`src/verilog/flow_ctl_pkg.sv`:
```
package flow_ctl_pkg;
    // Pause code field and its meanings
    localparam int CODE_W = 4;
    localparam logic [CODE_W-1:0] RESUME_CODE = 4'h0;
    localparam logic [CODE_W-1:0] MAX_PAUSE_CODE = 4'h8;
    localparam logic [CODE_W-1:0] HALT_CODE = 4'hF;
    // Idle beat counter wide enough for 256
    localparam int IDLE_W = 9;
    localparam logic [IDLE_W-1:0] NO_IDLES = 9'h000;
    localparam logic [IDLE_W-1:0] ONE_IDLE = 9'h001;

    // Controller register map on the plain port
    localparam int ADDR_W = 8;
    localparam int REG_W = 32;
    localparam logic [ADDR_W-1:0] CTRL_ADDR = 8'h00;
    localparam logic [ADDR_W-1:0] STATUS_ADDR = 8'h04;
    localparam logic [ADDR_W-1:0] INT_STATUS_ADDR = 8'h08;
    localparam logic [ADDR_W-1:0] INT_MASK_ADDR = 8'h0C;
    localparam logic [ADDR_W-1:0] FRAME_LEN_ADDR = 8'h10;
    // CTRL fields
    localparam int CTRL_CODE_LSB = 0;
    localparam int CTRL_SEND_BIT = 8;
    localparam int CTRL_GEN_BIT = 9;
    // STATUS fields
    localparam int ST_LINK_BIT = 0;
    localparam int ST_PEND_BIT = 1;
    localparam int ST_RXCODE_LSB = 4;
    localparam int ST_LANES_LSB = 8;
    localparam int MAX_LANES = 16;
    // Interrupt event bits
    localparam int EV_MSG_BIT = 0;
    localparam int EV_FERR_BIT = 1;
    localparam int EV_ACK_BIT = 2;
    localparam int EV_W = 3;
    // Frame generator length
    localparam int LEN_W = 16;
    localparam logic [LEN_W-1:0] FRAME_LEN_RST = 16'h0010;
    localparam logic [LEN_W-1:0] FRAME_LEN_MIN = 16'h0001;

    // Codes 1..8 ask for 2**code idle beats
    function automatic logic [IDLE_W-1:0] idle_beats(input logic [CODE_W-1:0] code);
        idle_beats = ONE_IDLE << code;
    endfunction : idle_beats
endpackage : flow_ctl_pkg

```
`src/verilog/flow_if.sv`:
```
`timescale 1ns/10ps
interface flow_if #(
    parameter int LANES = 1,
    parameter int DATA_W = 32,
    parameter bit BIG_ENDIAN = 1'b0
) ();
    localparam int CODE_HI = BIG_ENDIAN ? 0 : flow_ctl_pkg::CODE_W - 1;
    localparam int CODE_LO = BIG_ENDIAN ? flow_ctl_pkg::CODE_W - 1 : 0;

    logic flow_request;
    logic [CODE_HI:CODE_LO] pause_code_out;
    logic flow_request_accept;
    logic [DATA_W-1:0] tx_data;
    logic tx_valid;
    logic tx_last;
    logic tx_accept_ready;
    logic flow_message_seen;
    logic [CODE_HI:CODE_LO] received_pause_code;
    logic link_operational;
    logic [LANES-1:0] lane_operational;
    logic framing_error_pulse;

    modport device_end (
        input flow_request, pause_code_out, tx_data, tx_valid, tx_last,
        output flow_request_accept, tx_accept_ready, flow_message_seen,
        output received_pause_code, link_operational, lane_operational,
        output framing_error_pulse
    );
    modport user_end (
        output flow_request, pause_code_out, tx_data, tx_valid, tx_last,
        input flow_request_accept, tx_accept_ready, flow_message_seen,
        input received_pause_code, link_operational, lane_operational,
        input framing_error_pulse
    );
endinterface : flow_if

```
`src/verilog/flow_user_end.sv`:
```
`timescale 1ns/10ps
module flow_user_end #(
    parameter int LANES = 1,
    parameter int DATA_W = 32
) (
    input wire logic clk_sys,
    input wire logic rst_n,
    flow_if.user_end fc,
    input wire logic [flow_ctl_pkg::ADDR_W-1:0] reg_addr,
    input wire logic [flow_ctl_pkg::REG_W-1:0] reg_wdata,
    input wire logic reg_write,
    input wire logic reg_read,
    output logic [flow_ctl_pkg::REG_W-1:0] reg_rdata,
    output logic irq
);
    import flow_ctl_pkg::*;

    if (LANES < 1 || LANES > MAX_LANES || DATA_W < 1) begin : g_bad_width
        $error("flow_user_end: LANES must be 1..16 and DATA_W at least 1");
    end

    typedef enum logic [0:0] {REQ_IDLE, REQ_WAIT} req_state_t;

    req_state_t req_state;
    req_state_t next_req_state;
    logic request;
    logic next_request;
    logic [CODE_W-1:0] req_code;
    logic [CODE_W-1:0] next_req_code;
    logic gen_enable;
    logic next_gen_enable;
    logic [LEN_W-1:0] frame_len;
    logic [LEN_W-1:0] next_frame_len;
    logic [LEN_W-1:0] beat_cnt;
    logic [LEN_W-1:0] next_beat_cnt;
    logic tx_valid;
    logic next_tx_valid;
    logic tx_last;
    logic next_tx_last;
    logic [DATA_W-1:0] tx_data;
    logic [DATA_W-1:0] next_tx_data;
    logic [EV_W-1:0] int_status;
    logic [EV_W-1:0] next_int_status;
    logic [EV_W-1:0] int_mask;
    logic [EV_W-1:0] next_int_mask;
    logic [REG_W-1:0] next_rdata;
    logic next_irq;

    logic wr_ctrl;
    logic [CODE_W-1:0] wr_code;
    logic code_ok;
    logic fire;
    logic [EV_W-1:0] events;

    assign wr_ctrl = reg_write && reg_addr == CTRL_ADDR;
    assign wr_code = reg_wdata[CTRL_CODE_LSB +: CODE_W];
    assign code_ok = wr_code <= MAX_PAUSE_CODE || wr_code == HALT_CODE;
    assign fire = tx_valid && fc.tx_accept_ready;

    always_comb begin
        next_req_state = req_state;
        next_req_code = req_code;
        case (req_state)
            REQ_IDLE: begin
                // Reserved codes are never launched
                if (wr_ctrl && reg_wdata[CTRL_SEND_BIT] && code_ok) begin
                    next_req_state = REQ_WAIT;
                    next_req_code = wr_code;
                end
            end
            REQ_WAIT: begin
                if (fc.flow_request_accept) begin
                    next_req_state = REQ_IDLE;
                end
            end
            default: next_req_state = REQ_IDLE;
        endcase
        next_request = next_req_state == REQ_WAIT;
    end

    always_ff @(posedge clk_sys) begin
        if (!rst_n) begin
            req_state <= REQ_IDLE;
            request <= 1'b0;
            req_code <= RESUME_CODE;
        end else begin
            req_state <= next_req_state;
            request <= next_request;
            req_code <= next_req_code;
        end
    end

    // Frame generator: a frame already begun always runs to its last beat
    always_comb begin
        next_gen_enable = wr_ctrl ? reg_wdata[CTRL_GEN_BIT] : gen_enable;
        next_frame_len = frame_len;
        if (reg_write && reg_addr == FRAME_LEN_ADDR) begin
            next_frame_len = (reg_wdata[LEN_W-1:0] == '0) ? FRAME_LEN_MIN
                : reg_wdata[LEN_W-1:0];
        end
        next_beat_cnt = beat_cnt;
        next_tx_data = tx_data;
        if (fire) begin
            next_beat_cnt = tx_last ? '0 : beat_cnt + 1'b1;
            next_tx_data = tx_data + 1'b1;
        end
        next_tx_valid = gen_enable || (tx_valid && !(fire && tx_last));
        next_tx_last = next_beat_cnt == frame_len - FRAME_LEN_MIN;
    end

    always_ff @(posedge clk_sys) begin
        if (!rst_n) begin
            gen_enable <= 1'b0;
            frame_len <= FRAME_LEN_RST;
            beat_cnt <= '0;
            tx_valid <= 1'b0;
            tx_last <= 1'b0;
            tx_data <= '0;
        end else begin
            gen_enable <= next_gen_enable;
            frame_len <= next_frame_len;
            beat_cnt <= next_beat_cnt;
            tx_valid <= next_tx_valid;
            tx_last <= next_tx_last;
            tx_data <= next_tx_data;
        end
    end

    // Registers, sticky events and interrupt; a new event beats the read clear
    always_comb begin
        events = '0;
        events[EV_MSG_BIT] = fc.flow_message_seen;
        events[EV_FERR_BIT] = fc.framing_error_pulse;
        events[EV_ACK_BIT] = fc.flow_request_accept;
        next_int_status = int_status;
        if (reg_read && reg_addr == INT_STATUS_ADDR) begin
            next_int_status = '0;
        end
        next_int_status = next_int_status | events;
        next_int_mask = int_mask;
        if (reg_write && reg_addr == INT_MASK_ADDR) begin
            next_int_mask = reg_wdata[EV_W-1:0];
        end
        next_irq = |(next_int_status & next_int_mask);
        next_rdata = '0;
        if (reg_read) begin
            case (reg_addr)
                CTRL_ADDR: begin
                    next_rdata[CTRL_CODE_LSB +: CODE_W] = req_code;
                    next_rdata[CTRL_GEN_BIT] = gen_enable;
                end
                STATUS_ADDR: begin
                    next_rdata[ST_LINK_BIT] = fc.link_operational;
                    next_rdata[ST_PEND_BIT] = request;
                    next_rdata[ST_RXCODE_LSB +: CODE_W] = fc.received_pause_code;
                    next_rdata[ST_LANES_LSB +: LANES] = fc.lane_operational;
                end
                INT_STATUS_ADDR: next_rdata[EV_W-1:0] = int_status;
                INT_MASK_ADDR: next_rdata[EV_W-1:0] = int_mask;
                FRAME_LEN_ADDR: next_rdata[LEN_W-1:0] = frame_len;
                default: next_rdata = '0;
            endcase
        end
    end

    always_ff @(posedge clk_sys) begin
        if (!rst_n) begin
            int_status <= '0;
            int_mask <= '0;
            irq <= 1'b0;
            reg_rdata <= '0;
        end else begin
            int_status <= next_int_status;
            int_mask <= next_int_mask;
            irq <= next_irq;
            reg_rdata <= next_rdata;
        end
    end

    assign fc.flow_request = request;
    assign fc.pause_code_out = req_code;
    assign fc.tx_valid = tx_valid;
    assign fc.tx_last = tx_last;
    assign fc.tx_data = tx_data;
endmodule : flow_user_end

```
`src/flat_wrapper.sv`:
```
// flat-port wrapper written by rule: the top's interface ports become plain ports
module flow_user_end_flat import flow_ctl_pkg::*;
#(
    parameter int LANES = 1,
    parameter int DATA_W = 32
)
  (clk_sys, rst_n, reg_addr, reg_wdata, reg_write, reg_read, reg_rdata, irq, fc_flow_request, fc_pause_code_out, fc_tx_data, fc_tx_valid, fc_tx_last, fc_flow_request_accept, fc_tx_accept_ready, fc_flow_message_seen, fc_received_pause_code, fc_link_operational, fc_lane_operational, fc_framing_error_pulse);
  flow_if #(.LANES(LANES), .DATA_W(DATA_W)) fc_i ();
  input wire logic clk_sys;
  input wire logic rst_n;
  input wire logic [flow_ctl_pkg::ADDR_W-1:0] reg_addr;
  input wire logic [flow_ctl_pkg::REG_W-1:0] reg_wdata;
  input wire logic reg_write;
  input wire logic reg_read;
  output logic [flow_ctl_pkg::REG_W-1:0] reg_rdata;
  output logic irq;
  output wire logic [$bits(fc_i.flow_request)-1:0] fc_flow_request;
  output wire logic [$bits(fc_i.pause_code_out)-1:0] fc_pause_code_out;
  output wire logic [$bits(fc_i.tx_data)-1:0] fc_tx_data;
  output wire logic [$bits(fc_i.tx_valid)-1:0] fc_tx_valid;
  output wire logic [$bits(fc_i.tx_last)-1:0] fc_tx_last;
  input wire logic [$bits(fc_i.flow_request_accept)-1:0] fc_flow_request_accept;
  input wire logic [$bits(fc_i.tx_accept_ready)-1:0] fc_tx_accept_ready;
  input wire logic [$bits(fc_i.flow_message_seen)-1:0] fc_flow_message_seen;
  input wire logic [$bits(fc_i.received_pause_code)-1:0] fc_received_pause_code;
  input wire logic [$bits(fc_i.link_operational)-1:0] fc_link_operational;
  input wire logic [$bits(fc_i.lane_operational)-1:0] fc_lane_operational;
  input wire logic [$bits(fc_i.framing_error_pulse)-1:0] fc_framing_error_pulse;
  assign fc_flow_request = fc_i.flow_request;
  assign fc_pause_code_out = fc_i.pause_code_out;
  assign fc_tx_data = fc_i.tx_data;
  assign fc_tx_valid = fc_i.tx_valid;
  assign fc_tx_last = fc_i.tx_last;
  assign fc_i.flow_request_accept = fc_flow_request_accept;
  assign fc_i.tx_accept_ready = fc_tx_accept_ready;
  assign fc_i.flow_message_seen = fc_flow_message_seen;
  assign fc_i.received_pause_code = fc_received_pause_code;
  assign fc_i.link_operational = fc_link_operational;
  assign fc_i.lane_operational = fc_lane_operational;
  assign fc_i.framing_error_pulse = fc_framing_error_pulse;
  flow_user_end #(.LANES(LANES), .DATA_W(DATA_W)) u_core (.clk_sys(clk_sys), .rst_n(rst_n), .fc(fc_i), .reg_addr(reg_addr), .reg_wdata(reg_wdata), .reg_write(reg_write), .reg_read(reg_read), .reg_rdata(reg_rdata), .irq(irq));
endmodule
```
`config.mk`:
```
export PLATFORM = sky130hd
export DESIGN_NAME = flow_user_end_flat
export DESIGN_NICKNAME = d
export VERILOG_FILES = /design/src/verilog/flow_ctl_pkg.sv /design/src/verilog/flow_if.sv /design/src/verilog/flow_user_end.sv /design/src/flat_wrapper.sv
export SDC_FILE = /design/constraint.sdc
export NUM_CORES = 1
export LEC_CHECK = 0
export ABC_AREA = 1
export BUFFER_PORTS_ARGS = -buffer_cell sky130_fd_sc_hd__clkbuf_2
export CAP_MARGIN = 0
export CORE_UTILIZATION = 54
export CTS_CLUSTER_SIZE = 24
export DETAILED_ROUTE_END_ITERATION = 8
export GPL_TIMING_DRIVEN = 0
export PLACE_DENSITY = 0.78
export SLEW_MARGIN = 25
export SYNTH_ARGS = -nofsm -noshare
export SYNTH_HDL_FRONTEND = slang
export SYNTH_SLANG_ARGS = --single-unit
```
`constraint.sdc`:
```
create_clock -name clk_sys -period 2.1 [get_ports clk_sys]
set_clock_uncertainty 0.15 [all_clocks]
set_input_delay 0.42 -clock clk_sys [delete_from_list [all_inputs] [get_ports clk_sys]]
set_output_delay 0.42 -clock clk_sys [all_outputs]
set_load 0.01 [all_outputs]
```
Yosys cells after proc, flatten, opt, wreduce, memory -nomap -nowiden:

Index checks and enable logic that the tools add are counted.

* add/subtract/negate cells: 3
* order comparisons: 1
* equality and inequality tests: 6
* muxes and demuxes: 13
* bitwise logic cells: 3
* reduce and logical (&&, ||, !) cells: 18

Operator list (count)
* 16-bit 2-to-1 mux: 3
* 32-bit by 1-bit adder with 32-bit output (second input constant): 1
* 16-bit by 1-bit adder with 16-bit output (second input constant): 1
* 16-bit equality test: 1
* 8-bit by 4-bit equality test with 1-bit output (second input constant): 2
* 16-bit logical NOT: 1
* 16-bit by 1-bit subtractor with 16-bit output (second input constant): 1
* 2-bit one-hot mux with 5 select lines: 1
* 5-bit one-hot mux with 2 select lines: 1
* 1-bit logical AND: 9
* 8-bit by 3-bit equality test with 1-bit output (second input constant): 1
* 8-bit by 5-bit equality test with 1-bit output (second input constant): 1
* 8-bit logical NOT: 1
* 3-bit 2-to-1 mux: 2
* 1-bit one-hot mux with 2 select lines: 3
* 4-bit equality test (second input constant): 1
* 4-bit less-or-equal comparator (second input constant): 1
* 1-bit one-hot mux with 4 select lines: 1
* 2-bit AND reduction: 2
* 3-bit AND: 1
* 3-bit OR: 1
* 3-bit AND reduction: 1
* 3-bit OR reduction: 1
* 1-bit logical OR: 2
* other kinds (3): 4

* register bits: 111
* logic and storage cells: 58

Logic depth before layout (Yosys ltp):

* depth after elaboration: 6
* depth in mapped cells: 14
* gate-level depth less buffers: 14

Worst setup path before layout:

OpenSTA, ideal clock, no wires.

* path kind: register -> register
* start point: register u_core.tx_data[0], in the netlist u_core.fc.tx_data[0]
* end point: register u_core.tx_data[26], in the netlist u_core.fc.tx_data[26]
* library setup time: 113 ps
* arrival: 1589 ps
* path slack: 248 ps
* stages on the path, launching flop included: 13
* clock period less this slack: 1852 ps
* path through: dfxtp_1 ha_1 nand3_1 inv_1 nand2_1 nor2_1 nand3_1 nor3_2 nand2_1 inv_2 nand2_1 o21ai_1 nor2_1

* longest elaborated chain between the ends: 1

RTL lines
* start, declared: RTL line flow_user_end.sv:40 `logic [DATA_W-1:0] tx_data;`
* start signal, assigned: RTL line flow_user_end.sv:125 `tx_data <= next_tx_data;`
* 32-bit by 1-bit adder with 32-bit output: RTL line flow_user_end.sv:105 `next_tx_data = tx_data + 1'b1;`

No other way between the ends.
A chain may end at the register's enable or synchronous reset.

Final worst setup path:

Same ends and word-level chain as after synthesis.

==> impl_metrics.py <==
metrics = {
    "critical_path": {
        "cp_slowest_stage_delay_ns": 0.38,
        "required_ns": 2.21,
        "arrival_ns": 2.11,
        "crit_fanout": 4,
        "cp_slowest_cell": "dfxtp_2",
        "r2r_slack_ns": 0.11,
        "setup.worst_path.end_class": "flop",
        "worstSetupPathType": "flop to flop",
        "cpMostUsedCell": "nand2_1",
        "path_cells": "ha_2, nand3_2, inv_1, nand2_1, nor2_4, nand3_2, nor3_2, nand2_1, inv_2, nand2_1, o21ai_1, nor2_1",
        "start_kind": "flop",
    },
    "detailed_routing": {
        "viasPerCell": 5.27,
        "drc": 0,
        "wl_met3_microns": 927,
        "ant_nets": 0,
        "wl_met1_mm": 5.91,
        "post_drt_wl_per_cell_microns": 13.1,
        "wl_met2_mm": 6.69,
        "dr.pass1.iters": 5,
        "drt-total-wl_mm": 13.8,
        "vias": 5543,
        "first_iter_violations": 379,
        "top_layer_used": "met4",
    },
    "synth": {
        "synth_compound_area_frac": 0.109,
        "synth_enable_flop_cells": 0,
        "synth_cell_type_count": 44,
        "async_flop_share": 0,
        "ys.flop_type": "dfxtp_1",
        "yosysSeqAreaShare": 0.365,
        "synth-simple-area-share": 0.377,
        "syn_area_per_cell_sq_um": 6.56,
        "synth_mux_area_frac": 0,
        "netlist_instances": 795,
        "synth_top_family_by_area": "simple AND/OR/NAND/NOR gates",
        "synth_area_sq_mm": 0.00522,
        "synthXorXnorAreaFrac": 0.0252,
        "yosysWarnings": 0,
        "synth_adder_area_share": 0.00720,
        "synth_area_leaders": "dfxtp_1, nand2_1, nor2_1, inv_1, nand3_1",
        "synth_common_cells": "nand2_1, nor2_1, inv_1",
        "synth_top_area_share": 0.365,
        "ys_ff_latch": 95,
        "synth.most_common_cell": "nand2_1",
        "synth_top_cell_by_area": "dfxtp_1",
    },
    "cells_and_area": {
        "multiInputGateArea_sq_mm": 0.00288,
        "num_antenna_cells": 0,
        "n_fill_cell": 849,
        "syn_to_final_growth_pct": 21.2,
        "drive_gt1_frac": 0.209,
        "seq_area_sq_mm": 0.00192,
        "nets": 975,
        "final_cells": 1052,
    },
    "global_routing": {
        "grt_overflow": 0,
        "grt_start_max_net_pins": 18,
        "grt_first_pass_wirelength_mm": 22.6,
        "grt.total_usage": 0.281,
        "grt_pass1_vias": 5023,
        "antenna_found_initial": 0,
    },
    "floorplanning": {
        "rows": 35,
        "ios": 126,
        "start_util": 0.562,
        "die-area_sq_mm": 0.0101,
        "die_height_microns": 100,
        "core_area_sq_mm": 0.00928,
        "die_x_microns": 100,
    },
    "job": {
        "cap_viol_max_count": 0,
    },
    "power": {
        "cellLeakagePower_nw": 2.91,
        "ir_drop_mv": 0.376,
        "power_density_mw_per_mm2": 553,
        "total_power_w": 0.00349,
    },
    "sta": {
        "setup_viol": 0,
        "fmax_ghz": 0.502,
        "relSlewSlack": 0.538,
        "setup_slack_ns": 0.106,
        "worstMarginPinSlew_ns": 0.694,
        "report.final.slew_viol_count": 0,
        "whs_ns": 0.112,
        "hold_violations": 0,
        "min_period_over_period": 0.949,
        "fin_crit_ns": 1.99,
    },
    "place": {
        "pre_cts_slack_ns": -0.134,
        "port_buffers": 93,
        "place_inst": 1032,
        "gp_congestion": 0.887,
        "dpl.hpwl_mm": 10.6,
    },
    "clocking": {
        "cts_hold_buf": 0,
        "clock_latency_ns": 0.37,
        "cts_buffer_depth": 2,
        "cts.sinks": 95,
        "h-tree-depth": 3,
        "cts_tree": "yes",
        "cts_root_buffer": "clkbuf_8",
        "path_clk_slew_ns": 0.10,
        "numCtsBuffers": 9,
    },
    "status": {
        "status": "completed",
    },
    "min_path": {
        "hold_path.class": "primary input to flop",
    },
}
worst max-delay path, delay by kind of cell (launching register included):
| kind | cells | cell delay (ns) |
|---|---|---|
| AND/OR/NAND/NOR | 8 | 0.88 |
| flip-flops | 1 | 0.38 |
| buffers and inverters | 2 | 0.18 |
| AO/OA/AOI/OAI | 1 | 0.12 |
| adder cells (fa/ha/maj) | 1 | 0.21 |
repair_timing:
action,in CTS,in global routing
hold endpoints to repair,0,0
gates resized for setup,4,39
endpoints found under the setup margin,2,8
pin swaps,0,7
gates cloned,0,0
setup buffers,0,4
power breakdown:
| part | switching [W] | total [W] | internal (W) | leakage (nW) |
|---|---|---|---|---|
| Combinational | 0.000108 | 0.000175 | 0.0000668 | 2.02 |
| Clock | 0.000705 | 0.00151 | 0.000808 | 0.122 |
| Sequential | 0.00000252 | 0.00181 | 0.00180 | 0.770 |
cell families after synthesis:
kind of cell | count (synthesis)
simple gates | 435
buf+inv | 142
compound gates | 104
flops | 95
xor+xnor | 15
fa+ha+maj | 3
other cells | 1
cell type report:
| type | count | share of cell area |
|---|---|---|
| Inverter | 111 | 0.0661 |
| Clock inverter | 7 | 0.0200 |
| Multi-Input combinational cell | 573 | 0.456 |
| Timing Repair Buffer | 97 | 0.0790 |
| Tap cell | 129 | 0.0255 |
| Sequential cell | 95 | 0.303 |
| Buffer | 31 | 0.0309 |
| Clock buffer | 9 | 0.0196 |
per-layer routing:
layer  vias to the layer above  GRT usage
met4                         0      0.105
met1                      2565      0.358
met2                       192      0.487
met5                         -          0
li1                       2759          -
met3                        27     0.0341
through the flow:
step,area [sq um],setup TNS [ns],util
floorplan,5270,0,-
global placement,5900,-0.0957,0.635
detailed placement,5900,-0.238,0.635
CTS,6160,0,0.664
global route,6320,-0.0117,0.681
finish,6320,0,0.681
worst paths after layout:
| check | startpoint | endpoint | cells past startpoint |
|---|---|---|---|
| worst max-delay path | u_core.fc.tx_data[0] | u_core.fc.tx_data[26] | 12 |
| worst min-delay path | fc_link_operational | u_core.reg_rdata[0] | 3 |
| worst max register to register | u_core.fc.tx_data[0] | u_core.fc.tx_data[26] | 12 |
| worst min register to register | u_core.fc.pause_code_out[1] | u_core.fc.pause_code_out[1] | 2 |
state kept, by name (all words and copies together) (netlist names):
name / count
u_core.int_status: 3
u_core.int_mask: 3
u_core.fc.tx_valid: 1
u_core.frame_len: 16
u_core.fc.tx_data: 32
u_core.req_state: 1
u_core.irq: 1
u_core.fc.pause_code_out: 4
u_core.fc.tx_last: 1
u_core.reg_rdata: 16
u_core.gen_enable: 1
u_core.beat_cnt: 16
cell usage in the layout, fill, tap and decap left out, drive strengths merged, types with 2 or more instances in the layout:
cell | synthesis | routed
inv | 109 | 112
xnor2 | 2 | 2
o21bai | 2 | 2
o21a | 2 | 2
nand3b | 5 | 5
nand4 | 20 | 20
nand2 | 181 | 181
buf | 20 | 23
conb | 1 | 16
clkbuf | 11 | 114
clkinv | 2 | 2
o21ai | 46 | 46
a31oi | 3 | 3
dfxtp | 95 | 95
nor2 | 145 | 145
ha | 3 | 3
nor4 | 6 | 6
a211oi | 8 | 8
a21oi | 38 | 38
nor3 | 14 | 14
xor2 | 13 | 13
nand3 | 62 | 62
bufinv | 0 | 3
Note: power is estimated with default switching activity, not from simulation.
